--- config.mk ---
export PLATFORM = sky130hd
export DESIGN_NAME = dpgpio_top
export DESIGN_NICKNAME = d
export VERILOG_FILES = /design/src/dpgpio_pkg.sv /design/src/dpgpio_top.sv
export VERILOG_INCLUDE_DIRS = /design/src /design/src/src
export SDC_FILE = /design/constraint.sdc
export NUM_CORES = 1
export LEC_CHECK = 0
export BUFFER_PORTS_ARGS = -buffer_cell sky130_fd_sc_hd__buf_2
export CAP_MARGIN = 20
export CORE_UTILIZATION = 34
export CTS_CLUSTER_SIZE = 30
export DETAILED_ROUTE_END_ITERATION = 10
export GPL_TIMING_DRIVEN = 0
export PLACE_DENSITY_LB_ADDON = 0.25
export SLEW_MARGIN = 20
export SYNTH_ARGS = -nofsm -noshare
export SYNTH_HDL_FRONTEND = slang
export SYNTH_SLANG_ARGS = --single-unit
--- constraint.sdc ---
create_clock -name ref_clk -period 2.8 [get_ports ref_clk]
set_input_delay 0.14 -clock ref_clk [delete_from_list [all_inputs] [get_ports ref_clk]]
set_output_delay 0.14 -clock ref_clk [all_outputs]
set_load 0.02 [all_outputs]
--- src/dpgpio_defs.svh ---
// Register offsets, field positions, reset values and counts for the dual port GPIO block
`ifndef DPGPIO_DEFS_SVH
`define DPGPIO_DEFS_SVH
`define DPG_OFF_FIRST_PORT_DATA_PINS 8'h05
`define DPG_OFF_SECOND_PORT_DATA_DATA 8'h06
`define DPG_OFF_OPTION 8'h81
`define DPG_OFF_FIRST_PORT_DATA_DIR 8'h85
`define DPG_OFF_SECOND_PORT_DATA_DIR 8'h86
`define DPG_OFF_ANALOG_CFG 8'h9f
`define DPG_OFF_INT_CTRL 8'h0b
`define DPG_OFF_IRQ_STATUS 8'hc0
`define DPG_OFF_IRQ_MASK 8'hc1
`define DPG_FIRST_PORT_DATA_DIR_RST 6'h3f
`define DPG_SECOND_PORT_DATA_DIR_RST 8'hff
`define DPG_OPTION_RST 8'hff
`define DPG_ANALOG_CFG_RST 3'h0
`define DPG_OPT_PULLUP_BIT 7
`define DPG_OPT_EDGE_BIT 6
`define DPG_CHANGE_FLAG_BIT 0
`define DPG_EXT_FLAG_BIT 1
`define DPG_TIMER_PIN_BIT 4
`define DPG_IRQ_BITS 2
`endif

--- src/dpgpio_pkg.sv ---
// Types shared by the dual port GPIO block
`include "dpgpio_defs.svh"
package dpgpio_pkg;
    typedef logic [7:0] dpgpio_byte_t;
    typedef logic [5:0] dpgpio_first_port_data_t;
    typedef logic [2:0] dpgpio_acfg_t;
    typedef logic [`DPG_IRQ_BITS-1:0] dpgpio_irq_t;
endpackage

--- src/dpgpio_top.sv ---
// Dual port GPIO with change and external interrupts behind a plain register port
`include "dpgpio_defs.svh"
// Function
// - First port has six pins; direction one is input, zero drives latch.
// - Port data reads return pin levels; writes update the output latch.
// - Port writes merge written bits with sampled pins into the latch.
// - First port bit 4 is timer clock input and drives only low.
// - Analog config selects analog pins; after reset all but bit 4 analog, reading zero.
// - Direction bits still steer analog pins; software keeps them set.
// - Upper two first port direction bits unimplemented, read zero.
// - Second port has eight pins with per-bit direction control.
// - Option bit 7 low enables weak pull-ups on second port.
// - Pull-up switches off whenever its pin is an output.
// - Reset leaves all second port pull-ups disabled.
// - Only upper four second port inputs take part in change detection.
// - Inputs compared with value latched on last read or write; mismatch sets flag.
// - Port change interrupt can wake the device from sleep.
// - Mismatch keeps setting flag; read or write ends it, then clear.
// - Second port bit 0 is external interrupt; edge chosen by option bit 6.
module dpgpio_top (
    // Clock and reset
    input wire logic ref_clk,
    input wire logic arst_n,
    // Register port
    input wire logic [7:0] reg_addr,
    input wire dpgpio_pkg::dpgpio_byte_t reg_wdata,
    input wire logic reg_wr,
    input wire logic reg_rd,
    output dpgpio_pkg::dpgpio_byte_t reg_rdata,
    // First port pins
    input wire dpgpio_pkg::dpgpio_first_port_data_t first_port_data_in,
    output dpgpio_pkg::dpgpio_first_port_data_t first_port_data_out,
    output dpgpio_pkg::dpgpio_first_port_data_t first_port_data_oe_n,
    output logic timer_clock_in,
    output dpgpio_pkg::dpgpio_acfg_t analog_config_field,
    // Second port pins
    input wire dpgpio_pkg::dpgpio_byte_t second_port_data_in,
    output dpgpio_pkg::dpgpio_byte_t second_port_data_out,
    output dpgpio_pkg::dpgpio_byte_t second_port_data_oe_n,
    output dpgpio_pkg::dpgpio_byte_t second_port_data_pullup_en,
    // Interrupt and wake
    output logic irq,
    output logic wake
);
    import dpgpio_pkg::*;

    dpgpio_first_port_data_t pa_meta_q, pa_sync_q, pa_latch_q, pa_dir_q;
    dpgpio_byte_t pb_meta_q, pb_sync_q, pb_latch_q, pb_dir_q, option_q;
    dpgpio_acfg_t acfg_q;
    logic [3:0] pb_last_q;
    logic pb_int_prev_q;
    logic change_flag_q, ext_flag_q;
    dpgpio_irq_t irq_stat_q, irq_mask_q;
    dpgpio_byte_t rdata_d;
    dpgpio_first_port_data_t pa_analog, pa_read;
    logic [3:0] mismatch;
    logic change_evt, ext_evt, ext_rise, ext_fall;
    logic wr_pa, wr_pb, rd_pb, wr_ic, wr_st;
    dpgpio_irq_t evt_vec;

    assign wr_pa = reg_wr && reg_addr == `DPG_OFF_FIRST_PORT_DATA_PINS;
    assign wr_pb = reg_wr && reg_addr == `DPG_OFF_SECOND_PORT_DATA_DATA;
    assign rd_pb = reg_rd && reg_addr == `DPG_OFF_SECOND_PORT_DATA_DATA;
    assign wr_ic = reg_wr && reg_addr == `DPG_OFF_INT_CTRL;
    assign wr_st = reg_wr && reg_addr == `DPG_OFF_IRQ_STATUS;

    // Two-flop pin synchronisers; only the second stage is used anywhere
    always_ff @(posedge ref_clk or negedge arst_n) begin
        if (!arst_n) begin
            pa_meta_q <= 6'h00;
            pa_sync_q <= 6'h00;
            pb_meta_q <= 8'h00;
            pb_sync_q <= 8'h00;
        end else begin
            pa_meta_q <= first_port_data_in;
            pa_sync_q <= pa_meta_q;
            pb_meta_q <= second_port_data_in;
            pb_sync_q <= pb_meta_q;
        end
    end

    // Analog pins per configuration code; codes 110 and 111 make all digital
    always_comb begin
        unique case (acfg_q)
            3'h0, 3'h1: pa_analog = 6'h2f;
            3'h2, 3'h3: pa_analog = 6'h2f;
            3'h4: pa_analog = 6'h0b;
            3'h5: pa_analog = 6'h03;
            default: pa_analog = 6'h00;
        endcase
    end
    // Analog pins read as zero in the digital path
    assign pa_read = pa_sync_q & ~pa_analog;

    // Control registers; direction resets to inputs, pull-ups off
    always_ff @(posedge ref_clk or negedge arst_n) begin
        if (!arst_n) begin
            pa_dir_q <= `DPG_FIRST_PORT_DATA_DIR_RST;
            pb_dir_q <= `DPG_SECOND_PORT_DATA_DIR_RST;
            option_q <= `DPG_OPTION_RST;
            acfg_q <= `DPG_ANALOG_CFG_RST;
            irq_mask_q <= '0;
        end else if (reg_wr) begin
            unique case (reg_addr)
                `DPG_OFF_FIRST_PORT_DATA_DIR: pa_dir_q <= reg_wdata[5:0];
                `DPG_OFF_SECOND_PORT_DATA_DIR: pb_dir_q <= reg_wdata;
                `DPG_OFF_OPTION: option_q <= reg_wdata;
                `DPG_OFF_ANALOG_CFG: acfg_q <= reg_wdata[2:0];
                `DPG_OFF_IRQ_MASK: irq_mask_q <= reg_wdata[`DPG_IRQ_BITS-1:0];
                default: ;
            endcase
        end
    end

    // Output latches; a write is read-modify-write over the sampled pins, so
    // a latch bit of an input pin picks up the pin level (zero for an analog first port pin), as documented
    always_ff @(posedge ref_clk or negedge arst_n) begin
        if (!arst_n) begin
            pa_latch_q <= 6'h00;
            pb_latch_q <= 8'h00;
        end else begin
            if (wr_pa) begin
                pa_latch_q <= (reg_wdata[5:0] & ~pa_dir_q) | (pa_read & pa_dir_q);
            end
            if (wr_pb) begin
                pb_latch_q <= (reg_wdata & ~pb_dir_q) | (pb_sync_q & pb_dir_q);
            end
        end
    end

    // Change detection against value captured on last access of second port
    assign mismatch = (pb_sync_q[7:4] ^ pb_last_q) & pb_dir_q[7:4];
    assign change_evt = |mismatch;
    assign ext_rise = pb_sync_q[0] && !pb_int_prev_q;
    assign ext_fall = !pb_sync_q[0] && pb_int_prev_q;
    assign ext_evt = option_q[`DPG_OPT_EDGE_BIT] ? ext_rise : ext_fall;

    // Compare latch and edge history; a read or write of the second port data ends the mismatch
    always_ff @(posedge ref_clk or negedge arst_n) begin
        if (!arst_n) begin
            pb_last_q <= 4'h0;
            pb_int_prev_q <= 1'b0;
        end else begin
            pb_int_prev_q <= pb_sync_q[0];
            if (rd_pb || wr_pb) begin
                pb_last_q <= pb_sync_q[7:4];
            end
        end
    end

    // Flags: the hardware set wins over a software clear in the same cycle
    always_ff @(posedge ref_clk or negedge arst_n) begin
        if (!arst_n) begin
            change_flag_q <= 1'b0;
            ext_flag_q <= 1'b0;
        end else begin
            if (change_evt) begin
                change_flag_q <= 1'b1;
            end else if (wr_ic && !reg_wdata[`DPG_CHANGE_FLAG_BIT]) begin
                change_flag_q <= 1'b0;
            end
            if (ext_evt) begin
                ext_flag_q <= 1'b1;
            end else if (wr_ic && !reg_wdata[`DPG_EXT_FLAG_BIT]) begin
                ext_flag_q <= 1'b0;
            end
        end
    end

    // Sticky status, write one to clear, set wins
    assign evt_vec = {ext_evt, change_evt};
    always_ff @(posedge ref_clk or negedge arst_n) begin
        if (!arst_n) begin
            irq_stat_q <= '0;
        end else begin
            irq_stat_q <= evt_vec | (irq_stat_q & ~(wr_st ? reg_wdata[`DPG_IRQ_BITS-1:0] : '0));
        end
    end

    // Read mux; unmapped addresses read zero
    always_comb begin
        unique case (reg_addr)
            `DPG_OFF_FIRST_PORT_DATA_PINS: rdata_d = {2'b00, pa_read};
            `DPG_OFF_SECOND_PORT_DATA_DATA: rdata_d = pb_sync_q;
            `DPG_OFF_FIRST_PORT_DATA_DIR: rdata_d = {2'b00, pa_dir_q};
            `DPG_OFF_SECOND_PORT_DATA_DIR: rdata_d = pb_dir_q;
            `DPG_OFF_OPTION: rdata_d = option_q;
            `DPG_OFF_ANALOG_CFG: rdata_d = {5'h00, acfg_q};
            `DPG_OFF_INT_CTRL: rdata_d = {6'h00, ext_flag_q, change_flag_q};
            `DPG_OFF_IRQ_STATUS: rdata_d = {6'h00, irq_stat_q};
            `DPG_OFF_IRQ_MASK: rdata_d = {6'h00, irq_mask_q};
            default: rdata_d = 8'h00;
        endcase
    end

    // Registered outputs: read data, pin drives, pull-ups, interrupt
    always_ff @(posedge ref_clk or negedge arst_n) begin
        if (!arst_n) begin
            reg_rdata <= 8'h00;
            first_port_data_out <= 6'h00;
            first_port_data_oe_n <= 6'h3f;
            second_port_data_out <= 8'h00;
            second_port_data_oe_n <= 8'hff;
            second_port_data_pullup_en <= 8'h00;
            timer_clock_in <= 1'b0;
            analog_config_field <= 3'h0;
            irq <= 1'b0;
            wake <= 1'b0;
        end else begin
            reg_rdata <= reg_rd ? rdata_d : 8'h00;
            first_port_data_out <= pa_latch_q;
            // Open-drain bit 4 enables its driver only to pull low
            first_port_data_oe_n <= pa_dir_q | (pa_latch_q & 6'h10);
            second_port_data_out <= pb_latch_q;
            second_port_data_oe_n <= pb_dir_q;
            second_port_data_pullup_en <= option_q[`DPG_OPT_PULLUP_BIT] ? 8'h00 : pb_dir_q;
            timer_clock_in <= pa_sync_q[`DPG_TIMER_PIN_BIT];
            analog_config_field <= acfg_q;
            irq <= |((irq_stat_q | evt_vec) & irq_mask_q);
            // Wake is raised by the change flag regardless of mask
            wake <= change_flag_q | change_evt;
        end
    end

    a_pullup_off_output: assert property (@(posedge ref_clk) disable iff (!arst_n)
        (pb_dir_q == 8'h00) |=> (second_port_data_pullup_en == 8'h00))
        else $error("pull-up active on output pin");
    a_pullup_ctrl: assert property (@(posedge ref_clk) disable iff (!arst_n)
        (!option_q[7] && pb_dir_q == 8'hff) |=> (second_port_data_pullup_en == 8'hff))
        else $error("pull-ups not enabled");
    a_open_drain_high: assert property (@(posedge ref_clk) disable iff (!arst_n)
        first_port_data_oe_n[4] == 1'b0 |-> first_port_data_out[4] == 1'b0)
        else $error("open-drain pin driven high");
    a_dir_hidden: assert property (@(posedge ref_clk) disable iff (!arst_n)
        (reg_rd && reg_addr == 8'h85) |=> reg_rdata[7:6] == 2'b00)
        else $error("upper direction bits nonzero");
    a_change_sets: assert property (@(posedge ref_clk) disable iff (!arst_n)
        (|((pb_sync_q[7:4] ^ pb_last_q) & pb_dir_q[7:4])) |=> change_flag_q)
        else $error("change flag not set");
    a_output_excluded: assert property (@(posedge ref_clk) disable iff (!arst_n)
        (pb_dir_q[7:4] == 4'h0) |-> !change_evt)
        else $error("output pin in change compare");
    a_access_relatch: assert property (@(posedge ref_clk) disable iff (!arst_n)
        (rd_pb || wr_pb) |=> pb_last_q == $past(pb_sync_q[7:4]))
        else $error("compare value not relatched");
    a_ext_edge: assert property (@(posedge ref_clk) disable iff (!arst_n)
        (option_q[6] && pb_sync_q[0] && !pb_int_prev_q) |=> ext_flag_q)
        else $error("external edge missed");
    a_port_read: assert property (@(posedge ref_clk) disable iff (!arst_n)
        (reg_rd && reg_addr == 8'h06) |=> reg_rdata == $past(pb_sync_q))
        else $error("port read wrong");
    a_sync_delay: assert property (@(posedge ref_clk) disable iff (!arst_n)
        ##2 pb_sync_q == $past(second_port_data_in, 2))
        else $error("sync depth wrong");
    a_wake_flag: assert property (@(posedge ref_clk) disable iff (!arst_n)
        change_flag_q |=> wake)
        else $error("no wake on change");


    // Read data stand for one cycle only, zero otherwise
    a_rdata_idle: assert property (@(posedge ref_clk) disable iff (!arst_n)
        !reg_rd |=> reg_rdata == 8'h00)
        else $error("read data not zero when idle");

    // First port upper bits do not exist
    a_first_port_data_upper_zero: assert property (@(posedge ref_clk) disable iff (!arst_n)
        (reg_rd && reg_addr == 8'h05) |=> reg_rdata[7:6] == 2'b00)
        else $error("first port upper bits nonzero");

    // After reset every pin but bit 4 is analog and reads zero
    a_analog_zero: assert property (@(posedge ref_clk) disable iff (!arst_n)
        (reg_rd && reg_addr == 8'h05 && acfg_q == 3'h0) |=> reg_rdata[5:0] == 6'h10)
        else $error("analog pin read nonzero");

    // Pin drive follows the latch one cycle later
    a_first_port_data_out_latch: assert property (@(posedge ref_clk) disable iff (!arst_n)
        1'b1 |=> first_port_data_out == $past(pa_latch_q))
        else $error("first port drive off latch");

    // All inputs means no driver enabled
    a_first_port_data_all_inputs: assert property (@(posedge ref_clk) disable iff (!arst_n)
        (pa_dir_q == 6'h3f) |=> first_port_data_oe_n == 6'h3f)
        else $error("first port input driven");

    // Open-drain pin releases when its latch is high
    a_open_drain_release: assert property (@(posedge ref_clk) disable iff (!arst_n)
        pa_latch_q[4] |=> first_port_data_oe_n[4])
        else $error("open-drain pin not released");

    // Timer sees the synchronised shared pin
    a_timer_follow: assert property (@(posedge ref_clk) disable iff (!arst_n)
        1'b1 |=> timer_clock_in == $past(pa_sync_q[4]))
        else $error("timer input stale");

    // Configuration copy follows the register
    a_cfg_copy: assert property (@(posedge ref_clk) disable iff (!arst_n)
        1'b1 |=> analog_config_field == $past(acfg_q))
        else $error("analog config copy stale");

    // Second port drivers follow direction
    a_second_port_data_oe_dir: assert property (@(posedge ref_clk) disable iff (!arst_n)
        1'b1 |=> second_port_data_oe_n == $past(pb_dir_q))
        else $error("second port enable off direction");

    // Second port drive follows the latch
    a_second_port_data_out_latch: assert property (@(posedge ref_clk) disable iff (!arst_n)
        1'b1 |=> second_port_data_out == $past(pb_latch_q))
        else $error("second port drive off latch");

    // Disable bit high keeps every pull-up off
    a_pullup_disabled: assert property (@(posedge ref_clk) disable iff (!arst_n)
        option_q[7] |=> second_port_data_pullup_en == 8'h00)
        else $error("pull-up on while disabled");

    // No pull-up on any pin that drives
    a_pullup_inputs_only: assert property (@(posedge ref_clk) disable iff (!arst_n)
        1'b1 |=> (second_port_data_pullup_en & ~$past(pb_dir_q)) == 8'h00)
        else $error("pull-up on driven pin");

    // Written bits of output pins land in the latch
    a_write_out_a: assert property (@(posedge ref_clk) disable iff (!arst_n)
        wr_pa |=> ((pa_latch_q ^ $past(reg_wdata[5:0])) & ~$past(pa_dir_q)) == 6'h00)
        else $error("first port write lost");

    // Same for the second port
    a_write_out_b: assert property (@(posedge ref_clk) disable iff (!arst_n)
        wr_pb |=> ((pb_latch_q ^ $past(reg_wdata)) & ~$past(pb_dir_q)) == 8'h00)
        else $error("second port write lost");

    // Input pin bits take the sampled pin level on write
    a_rmw_inputs: assert property (@(posedge ref_clk) disable iff (!arst_n)
        wr_pb |=> ((pb_latch_q ^ $past(pb_sync_q)) & $past(pb_dir_q)) == 8'h00)
        else $error("merge of pin levels wrong");

    // Compare value holds between accesses
    a_relatch_hold: assert property (@(posedge ref_clk) disable iff (!arst_n)
        !(rd_pb || wr_pb) |=> pb_last_q == $past(pb_last_q))
        else $error("compare value moved");

    // No change and no flag means the flag stays clear
    a_change_quiet: assert property (@(posedge ref_clk) disable iff (!arst_n)
        (!change_flag_q && !change_evt) |=> !change_flag_q)
        else $error("spurious change flag");

    // Clear works once the mismatch has ended
    a_flag_clear: assert property (@(posedge ref_clk) disable iff (!arst_n)
        (wr_ic && !reg_wdata[0] && !change_evt) |=> !change_flag_q)
        else $error("change flag not cleared");

    // Falling edge selected catches a fall
    a_ext_fall: assert property (@(posedge ref_clk) disable iff (!arst_n)
        (!option_q[6] && !pb_sync_q[0] && pb_int_prev_q) |=> ext_flag_q)
        else $error("falling edge missed");

    // A steady pin never raises the external flag
    a_ext_quiet: assert property (@(posedge ref_clk) disable iff (!arst_n)
        (!ext_flag_q && pb_sync_q[0] == pb_int_prev_q) |=> !ext_flag_q)
        else $error("spurious external flag");

    // Status bit stays until written one
    a_status_sticky: assert property (@(posedge ref_clk) disable iff (!arst_n)
        (irq_stat_q[0] && !wr_st) |=> irq_stat_q[0])
        else $error("status bit lost");

    // Fully masked means no interrupt
    a_irq_masked: assert property (@(posedge ref_clk) disable iff (!arst_n)
        (irq_mask_q == '0) |=> !irq)
        else $error("masked interrupt raised");

    // No change pending means no wake
    a_wake_quiet: assert property (@(posedge ref_clk) disable iff (!arst_n)
        (!change_flag_q && !change_evt) |=> !wake)
        else $error("spurious wake");

    c_change: cover property (@(posedge ref_clk) disable iff (!arst_n) change_evt ##1 rd_pb);
    c_ext: cover property (@(posedge ref_clk) disable iff (!arst_n) ext_evt);
    c_irq: cover property (@(posedge ref_clk) disable iff (!arst_n) irq);
    c_rmw: cover property (@(posedge ref_clk) disable iff (!arst_n) wr_pa && pa_dir_q != 6'h3f);
endmodule

==> metrics.yaml, run 1 <==
outcome:
  run_status: "complete, no violations"
sta:
  grt_setup_unrepaired: "false"
  timing_worst_slew_pin_value_ps: 1100
  finalCriticalPeriod_ps: 1870
  slew_violations: 0
  max_freq_mhz: 536
  fin_skew_ps: 5.36
  fin_setup_tns_ps: 0
  hold_viol_final: 0
  min_period_over_period_pct: 66.6
  fin_ws_ps: 934
  slew_headroom_pct: 25.7
  setup_viol: 0
  fin_worst_hold_slack_ps: 16.6
worst_setup_path:
  timing.setup.critical_path_class: "in2reg"
  timing.critical_path.fanout_max: 6
  startpoint_type: "input port"
  worst-endpoint-required_ps: 3130
  cp.arrival_ps: 2200
  end_kind: "flop"
detailed_routing:
  avgViaCountPerCell: 4.79
  antenna_violating_nets_post_route: 0
  drt_pass1_iterations: 4
  remaining_drc_errors: 0
  via_count: 3049
  routedWlPerCell_um: 17.2
  drt-total-wl_mm: 11.0
  drt_iter0_drc: 172
global_route:
  all_layer_global_routing_usage_pct: 16.6
  grt_max_degree: 74
  first_global_vias: 3159
  grt.overflow.total: 0
  grt_pass1_wl_mm: 17.6
  antenna_violations_before_repair: 0
worst_hold_path:
  min_path_type: "in2reg"
placed_design:
  placement.cell_area_um2: 5440
  placement.io_buffers: 77
  post_detailed_placement_half_perimeter_wirelength_mm: 7.40
  post-place-ws_ps: 501
  gp_congestion: 0.853
  post-place-cells: 587
floorplan:
  coreArea_um2: 13800
  fp.dieH_um: 121
  num_io_pins: 84
  num_rows: 43
  floorplan.die_area_um2: 14600
  die_width_um: 121
  initial_utilization_pct: 34.7
yosys:
  postSynthCellCount: 329
  syn-cell-area_um2: 4800
  synthesis.nets: 363
  synth.yosys.warnings: 0
  ys_seq_area_share_pct: 67.7
  postSynth.topFlopCell: "dfrtp_1"
  synth_cell_types: 50
  synth.ff_latch_count: 128
  post_synth.cell_area_avg_um2: 14.6
  asyncSetResetFlopFracSynth_pct: 100
  synth-edff-count: 0
clock_network:
  cts_buffer_depth: 2
  htree_num_levels: 4
  worst_setup_hold_path_clk_slew_ps: 50
  cts_root_buf: "clkbuf_16"
  postCtsResizedCells: 0
  cts_buffers: 17
  clock_latency_ps: 410
  cts_tree: "built"
  number_of_sinks_driven_by_the_clock_tree: 128
power_and_ir_drop:
  power.density_cell_area_nw_per_um2: 711
  finalPower_mw: 4.40
  ir_worst_vdd_mv: 0.341
  leakagePower_nw: 2.92
finish:
  antenna_cells: 0
  number_of_nets_in_the_layout: 478
  most_common_library_cell_in_the_layout_ignoring_fill_and_taps: "dfrtp_1"
  final_cell_mix: "92 x dfrtp_1, 79 x buf_2, 36 x dfstp_2"
  layout-area-overhead-vs-synth_pct: 28.9
  final_cell_count_no_fill: 637
  layout.cell_area.non_filler_um2: 6180
  layout-drive-gt1-share_pct: 36.1
  post-route-util_pct: 44.7
flow_run:
  drv.max_cap_violation_count: 0
[cell families (layout without fill, tap and decap cells)]
logic type	after synthesis	in the layout	share of synthesized area (%)
compound gates	59	59	8.48
xor+xnor	4	4	0.730
buf+inv	20	148	1.80
flops	128	128	67.7
mux	49	49	11.8
simple gates	69	69	9.44
[final cells by class]
| cell class | count | area (µm²) |
|---|---|---|
| repair buffers | 96 | 599 |
| fillers | 1277 | 7650 |
| clock buffers | 26 | 499 |
| flip-flops and latches | 128 | 3250 |
| multi-input cells | 181 | 1460 |
| well taps | 180 | 225 |
| plain buffers | 12 | 56.3 |
| inverters | 8 | 30.0 |
| clock inverters | 6 | 60.1 |
[cells in the mapped netlist, types with 7 or more instances]
master / number / area share [%]
nor2_1: 7 / 0.55
a21oi_1: 11 / 1.1
dfstp_2: 36 / 20
nor2b_1: 8 / 1.0
mux2i_1: 12 / 2.5
a22oi_1: 11 / 1.7
dfrtp_1: 92 / 48
nand2_1: 13 / 1.0
mux2_1: 29 / 6.8
inv_1: 7 / 0.55
a31oi_1: 12 / 1.6
mux2_4: 8 / 2.5
nand3_1: 7 / 0.73
[flip-flops by register name (all words and copies together), names as in the netlist, 2 cells and up]
name and cells:
pa_latch_q 6, irq_stat_q 2, acfg_q 3, pa_dir_q 6, option_q 8, analog_config_field 3
second_port_data_oe_n 8, first_port_data_oe_n 6, irq_mask_q 2, first_port_data_out 6, pa_meta_q 6, pb_latch_q 8
pb_last_q 4, pa_sync_q 6, second_port_data_pullup_en 8, second_port_data_out 8, pb_dir_q 8, reg_rdata 8
pb_sync_q 8, pb_meta_q 8
[critical path: stages]
cell     delay [ps]
buf_2           130
or4b_4          610
nor3_2          460
nand2_1         410
mux2_1          440
[final timing paths]
path                       depth (start not counted)         start           end  slack (ps)
setup / recovery                                   5   reg_addr[4]   pa_dir_q[0]         930
max in group asynchronous                          3        arst_n   option_q[4]        1790
min in group asynchronous                          2        arst_n  pa_sync_q[2]         260
hold reg to reg                                    0  pb_meta_q[2]  pb_sync_q[2]         340
hold / removal                                     2  reg_wdata[3]   pb_dir_q[3]          20
setup reg to reg                                   4  pb_sync_q[7]          wake        1360
[routing by layer]
metal | GRT usage, % | routed length [µm]
met4 | 7.18 | 147
met1 | 22.9 | 5180
met2 | 24.2 | 5090
met3 | 4.72 | 558
met5 | 0 | 0
[where the power goes]
| part | total, mW | switching [mW] | internal [mW] |
|---|---|---|---|
| combinational | 0.308 | 0.183 | 0.125 |
| clock | 2.05 | 0.738 | 1.31 |
| sequential | 2.04 | 0.0660 | 1.98 |
[what timing repair did]
item | in CTS | in global routing
endpoints found under the hold margin | 62 | 0
hold buffers | 18 | 0
buffers inserted | 0 | 0
Note: power is estimated with default switching activity, not from simulation.
==> run 2, diff against run 1 <==
==> constraint.sdc (replaced) <==
create_clock -name ref_clk -period 1.5 [get_ports ref_clk]
set_input_delay 0.075 -clock ref_clk [delete_from_list [all_inputs] [get_ports ref_clk]]
set_output_delay 0.075 -clock ref_clk [all_outputs]
set_load 0.02 [all_outputs]
==> run 2 against run 1 <==
  * Count of clock-buffer cells in the layout shrank 4
  * Sequential cell count is the same
  * Wire length grew 2.4%
  * Register-to-register slack lost 1200 ps
  * Combinational power grew 100%
  * Critical path type unchanged
  * Largest power group unchanged
==> metrics.yaml, run 2 (same netlist as run 1, synthesis figures left out) <==
outcome:
  run_status: "complete, no violations"
global_route:
  grt_max_degree: 78  # +5.4%
  first_global_vias: 3261  # +3.2%
  antenna_violations_before_repair: 0  # unchanged
  all_layer_global_routing_usage_pct: 16.7  # +0.088 points
  grt.overflow.total: 0  # unchanged
  grt_pass1_wl_mm: 17.8  # +0.98%
finish:
  number_of_nets_in_the_layout: 491  # +2.7%
  final_cell_count_no_fill: 650  # +2.0%
  final_cell_mix: "92 x dfrtp_1, 78 x buf_2, 36 x dfstp_2"
  antenna_cells: 0  # unchanged
  most_common_library_cell_in_the_layout_ignoring_fill_and_taps: "dfrtp_1"
  layout-drive-gt1-share_pct: 43.0  # +6.9 points
  layout-area-overhead-vs-synth_pct: 37.2
placed_design:
  gp_congestion: 0.841  # -1.4%
  post-place-cells: 587  # unchanged
  post-place-ws_ps: -762  # -1260 ps
  post_detailed_placement_half_perimeter_wirelength_mm: 7.39  # -0.16%
  placement.io_buffers: 77  # unchanged
worst_setup_path:
  reg2reg_to: "wake"
  critical_path_buffers_and_inverters: 1  # unchanged
  end_kind: "flop"
  cp_top_family: "simple AND/OR/NAND/NOR gates"
  worst-endpoint-required_ps: 1830  # -1300 ps
  path_cells: "buf_2, or4b_4, nor4_4, nand2_4, mux2_4"
  r2r-start: "pb_sync_q[6]"
  rr_worst_depth: 4  # unchanged
  slowest_delay_ps: 620  # about the same
  critical_path.slowest_cell: "or4b_4"
  timing.setup.critical_path_class: "in2reg"
  cp.arrival_ps: 1820  # -380 ps
  startpoint_type: "input port"
  worstSetupPathDepth: 5  # unchanged
  timing.critical_path.fanout_max: 8  # +2
  worst-r2r-setup-slack_ps: 140  # -1220 ps
power_and_ir_drop:
  switching_power_mw: 1.93  # +95%
  p_sw_share_pct: 20.7  # -1.8 points
  seqPwrFrac_pct: 40.9  # -5.6 points
  leakagePower_nw: 3.13  # +7.2%
  power_report.internal_total_mw: 7.41  # +120%
  power.clock.fraction_pct: 52.5  # +6.0 points
  power.density_cell_area_nw_per_um2: 1420  # +99%
  ir_worst_vdd_mv: 0.845  # +150%
  pwr-share-comb_pct: 6.6  # -0.4 points
clock_network:
  worst_setup_hold_path_clk_slew_ps: 60  # about the same
  cts_tree: "built"
  cts_buffers: 17  # unchanged
  htree_num_levels: 4  # unchanged
  number_of_sinks_driven_by_the_clock_tree: 128  # unchanged
  cts_root_buf: "clkbuf_16"
  clock_latency_ps: 410  # about the same
  cts_buffer_depth: 2  # unchanged
flow_run:
  drv.max_cap_violation_count: 0  # unchanged
detailed_routing:
  remaining_drc_errors: 0  # unchanged
  avgViaCountPerCell: 4.83  # +0.96%
  routedWlPerCell_um: 17.3  # +0.36%
  antenna_violating_nets_post_route: 0  # unchanged
  drt_pass1_iterations: 4  # unchanged
  drt-total-wl_mm: 11.2  # +2.4%
  via_count: 3141  # +3.0%
  drt_iter0_drc: 99  # -42%
sta:
  min_period_over_period_pct: 99.4
  fin_ws_ps: 8.83  # -926 ps
  timing_worst_slew_pin_value_ps: 696  # -407 ps
  hold_viol_final: 0  # unchanged
  fin_worst_hold_slack_ps: 68.5  # +51.9 ps
  setup_viol: 0  # unchanged
  fin_skew_ps: 7.87  # +2.50 ps
  grt_setup_unrepaired: "false"
  slew_headroom_pct: 53.6  # +28 points
  slew_violations: 0  # unchanged
  max_freq_mhz: 671
  finalCriticalPeriod_ps: 1490
floorplan:
  coreArea_um2: 13800  # unchanged
  die_width_um: 121  # unchanged
  floorplan.die_area_um2: 14600  # unchanged
  num_rows: 43  # unchanged
  initial_utilization_pct: 34.7  # unchanged
  fp.dieH_um: 121  # unchanged
  num_io_pins: 84  # unchanged
worst_hold_path:
  min_path_type: "in2reg"
  hold_depth: 3  # +1
  hold_path_startpoint: "reg_addr[6]"
  worst_hold_path.endpoint: "irq_mask_q[0]"
run 2: cell types whose count changed in the layout (fill, tap and decap cells not counted), sizes merged:
cell,change
dlygate4sd3,+4
clkinvlp,-1
buf,+8
clkbuf,-3
bufinv,+6
clkinv,-1
run 2: repair_timing:
action	4_1_cts	5_1_grt
hold buffers	22	0
setup buffers	8	1
endpoints found under the setup margin	33	14
resized for setup	4	10
pin swaps	4	1
endpoints found under the hold margin	85	0
run 2: power groups by stage:
stage / logic (mW) / clock network [mW] / registers (mW)
6_report: 0.617 / 4.90 / 3.81
5_1_grt: 0.677 / 5.18 / 3.84
4_1_cts: 0.619 / 5.00 / 3.82
3_5_place_dp: 0.565 / 0 / 3.87
3_3_place_gp: 0.546 / 0 / 3.87
2_1_floorplan: 0.218 / 0 / 3.92
run 2: worst max-delay path by stage:
stage / end / slack (ps) / from
after detailed placement: reg_rdata[7] / -760 / reg_addr[0]
after floorplan: pb_last_q[0] / -200 / reg_addr[6]
after CTS: reg_rdata[4] / 20 / reg_addr[4]
after global placement: analog_config_field[2] / -1240 / arst_n
final: option_q[2] / 9 / reg_addr[4]
after global routing: option_q[2] / 1 / reg_addr[4]
run 2: metrics by stage:
stage               cell area, µm²  setup TNS [ps]  total power [mW]  util, %
floorplan                     4870           -4150              4.14        -
detailed placement            5520          -27130              4.43     39.9
finish                        6580               0              9.33     47.6
CTS                           6540               0              9.43     47.3
global placement              5480         -160160              4.41     39.7
global route                  6580               0              9.69     47.6
run 2: per-layer routing:
metal / global-route usage [%] / wire (µm) / vias to the layer above
li1: - / - / 1451
met1: 21.6 / 5220 / 1598
met2: 26.2 / 5400 / 82
met3: 5.75 / 461 / 10
met4: 4.94 / 155 / 0
met5: 0 / 0 / -
run 2: cell type report:
| type | count | area (µm²) |
|---|---|---|
| Buffer | 12 | 75.1 |
| Clock buffer | 22 | 484 |
| Clock inverter | 10 | 228 |
| Fill cell | 1228 | 7250 |
| Inverter | 8 | 30.0 |
| Multi-Input combinational cell | 181 | 1580 |
| Sequential cell | 128 | 3250 |
| Tap cell | 180 | 225 |
| Timing Repair Buffer | 109 | 707 |
run 2: worst register-to-register path, delay by kind of cell, from the launching register on:
kind / cells / cell delay [ps]
AOI/OAI and AO/OA: 1 / 240
xor gates and xnor gates: 1 / 170
DFF: 1 / 420
and+or+nand+nor: 2 / 420
==> run 3, diff against run 2 <==
--- a/config.mk
+++ b/config.mk
@@ -7,13 +7,14 @@
 export NUM_CORES = 1
 export LEC_CHECK = 0
 export BUFFER_PORTS_ARGS = -buffer_cell sky130_fd_sc_hd__buf_2
-export CAP_MARGIN = 20
+export CAP_MARGIN = 25
+export CELL_PAD_IN_SITES_DETAIL_PLACEMENT = 0
+export CELL_PAD_IN_SITES_GLOBAL_PLACEMENT = 1
 export CORE_UTILIZATION = 34
 export CTS_CLUSTER_SIZE = 30
 export DETAILED_ROUTE_END_ITERATION = 10
 export GPL_TIMING_DRIVEN = 0
 export PLACE_DENSITY_LB_ADDON = 0.25
-export SLEW_MARGIN = 20
 export SYNTH_ARGS = -nofsm -noshare
 export SYNTH_HDL_FRONTEND = slang
 export SYNTH_SLANG_ARGS = --single-unit
==> run 3 against run 2 <==
  * Utilization is 0.82 points lower
  * Largest cell class unchanged
  * Cell area is 1.7% lower
  * Global-route usage grew 0.077 points
  * Critical path depth did not move
  * Final cell count is 0.62% lower
  * Via count is 1.5% lower
  * Count of clock-buffer cells in the layout decreased by 3
  * Worst hold slack gained 11 ps
  * Largest power group unchanged
  * Critical path type unchanged
==> metrics.yaml, run 3 (same netlist as run 1, synthesis figures left out) <==
floorplan:
  num_io_pins: 84  # unchanged
  initial_utilization_pct: 34.7  # unchanged
  coreArea_um2: 13800  # unchanged
  fp.dieH_um: 121  # unchanged
  floorplan.die_area_um2: 14600  # unchanged
  die_width_um: 121  # unchanged
  num_rows: 43  # unchanged
clock_network:
  worst_setup_hold_path_clk_slew_ps: 60  # about the same
  htree_num_levels: 4  # unchanged
  cts_tree: "built"
  number_of_sinks_driven_by_the_clock_tree: 128  # unchanged
  cts_buffers: 17  # unchanged
  clock_latency_ps: 410  # about the same
  cts_buffer_depth: 2  # unchanged
  cts_root_buf: "clkbuf_16"
finish:
  layout-area-overhead-vs-synth_pct: 34.9
  layout.cell_area.non_filler_um2: 6470  # -1.7%
  antenna_cells: 0  # unchanged
  final.fill_count: 1260  # +2.6%
  final_cell_mix: "92 x dfrtp_1, 78 x buf_2, 36 x dfstp_2"
  number_of_nets_in_the_layout: 487  # -0.81%
  area_of_combinational_cells_with_multiple_inputs_um2: 1580  # -0.16%
  area.sequential_um2: 3250  # unchanged
  post-route-util_pct: 46.8  # -0.82 points
  final_cell_count_no_fill: 646  # -0.62%
  layout-drive-gt1-share_pct: 42.3  # -0.70 points
  most_common_library_cell_in_the_layout_ignoring_fill_and_taps: "dfrtp_1"
sta:
  fin_setup_tns_ps: 0  # unchanged
  fin_ws_ps: 27.0  # +18.1 ps
  fin_skew_ps: 6.52  # -1.34 ps
  hold_viol_final: 0  # unchanged
  slew_headroom_pct: 50.1  # -3.5 points
  slew_violations: 0  # unchanged
  setup_viol: 0  # unchanged
  grt_setup_unrepaired: "false"
  max_freq_mhz: 679  # +1.2%
  finalCriticalPeriod_ps: 1470  # -18.1 ps
  min_period_over_period_pct: 98.2  # -1.2 points
  timing_worst_slew_pin_value_ps: 748  # +52.1 ps
worst_setup_path:
  cp_top_family: "simple AND/OR/NAND/NOR gates"
  critical_path_buffers_and_inverters: 1  # unchanged
  critical_path.slowest_cell: "or4b_4"
  startpoint_type: "input port"
  timing.setup.critical_path_class: "in2reg"
  cp.arrival_ps: 1820  # about the same
  end_kind: "flop"
  worst-endpoint-required_ps: 1840  # about the same
  timing.critical_path.fanout_max: 8  # unchanged
  path_cells: "buf_2, or4b_4, nor3_4, nand2_4, mux2_4"
  slowest_delay_ps: 620  # about the same
placed_design:
  post_detailed_placement_half_perimeter_wirelength_mm: 7.46  # +0.87%
  post-place-cells: 588  # +0.17%
  placement.cell_area_um2: 5530  # +0.14%
  gp_congestion: 0.854  # +1.5%
  placement.io_buffers: 77  # unchanged
  post-place-ws_ps: -602  # +160 ps
global_route:
  all_layer_global_routing_usage_pct: 16.7  # +0.077 points
  grt.overflow.total: 0  # unchanged
  grt_max_degree: 69  # -12%
  antenna_violations_before_repair: 0  # unchanged
  grt_pass1_wl_mm: 17.6  # -0.74%
  first_global_vias: 3156  # -3.2%
outcome:
  run_status: "complete, no violations"
power_and_ir_drop:
  leakagePower_nw: 3.06  # -2.0%
  ir_worst_vdd_mv: 0.690  # -18%
  power.density_cell_area_nw_per_um2: 1350  # -4.6%
detailed_routing:
  routedWlPerCell_um: 17.0  # -1.7%
  drt_pass1_iterations: 4  # unchanged
  drt_iter0_drc: 160  # +62%
  avgViaCountPerCell: 4.79  # -0.89%
  via_count: 3094  # -1.5%
  remaining_drc_errors: 0  # unchanged
  drt-total-wl_mm: 11.0  # -2.3%
  antenna_violating_nets_post_route: 0  # unchanged
worst_hold_path:
  min_path_type: "in2reg"
flow_run:
  drv.max_cap_violation_count: 0  # unchanged
[run 3: changes by cell type in the layout (fill, tap and decap cells not counted), moves of 2 or more]
cell       previous run  this run
clkbuf_8              5         2
bufinv_16             7         4
inv_6                 0         2
clkinv_4              0         2
buf_4                 9         5
[run 3: layout make-up]
| class | count | share of cell area [%] |
|---|---|---|
| clock inverters | 13 | 2.86 |
| clock buffers | 19 | 6.85 |
| flip-flops and latches | 128 | 50.2 |
| inverters | 8 | 0.464 |
| well taps | 180 | 3.48 |
| multi-input cells | 181 | 24.5 |
| repair buffers | 105 | 10.5 |
| plain buffers | 12 | 1.16 |
[run 3: path summary, 6_finish.rpt]
| kind | from | end | slack, ps | cells after the start |
|---|---|---|---|---|
| max | reg_addr[4] | pb_dir_q[5] | 30 | 5 |
| min | reg_addr[6] | irq_mask_q[0] | 80 | 3 |
| max reg2reg | pb_sync_q[6] | wake | 100 | 4 |
| min reg2reg | pb_meta_q[1] | pb_sync_q[1] | 340 | 0 |
| max in group asynchronous | arst_n | pa_dir_q[2] | 540 | 3 |
| min in group asynchronous | arst_n | second_port_data_pullup_en[7] | 200 | 2 |
[run 3: power by group]
group	leakage [nW]	internal [mW]	switching (mW)	total (mW)
Sequential	1.55	3.69	0.123	3.81
Clock	0.304	2.83	1.50	4.32
Combinational	1.21	0.262	0.354	0.616
[run 3: routing by layer]
layer,part of all wire [%],up-vias,GRT usage (%),wire [µm]
met5,0,-,0,0
li1,-,1440,-,-
met2,45,99,24.4,4970
met3,4.7,20,4.76,514
met1,48,1535,22.9,5240
met4,2.3,0,7.95,255
[run 3: worst min-delay path, stage by stage]
cell and delay (ps):
buf_8 120, nand4_1 120, mux2_1 150
[run 3: per-stage QoR]
step | power [mW] | hold WS, ps
finish | 8.75 | 79.9
global placement | 4.42 | 182
global route | 9.09 | 91.9
CTS | 8.84 | 7.69
floorplan | 4.14 | -221
detailed placement | 4.44 | 78.2
[run 3: repair_timing]
action | 4_1_cts | 5_1_grt
hold buffers | 22 | 1
pin swaps | 3 | 1
buffers inserted | 3 | 0
hold endpoints to repair | 95 | 2
gates resized for setup | 2 | 13
setup endpoints to repair | 30 | 35
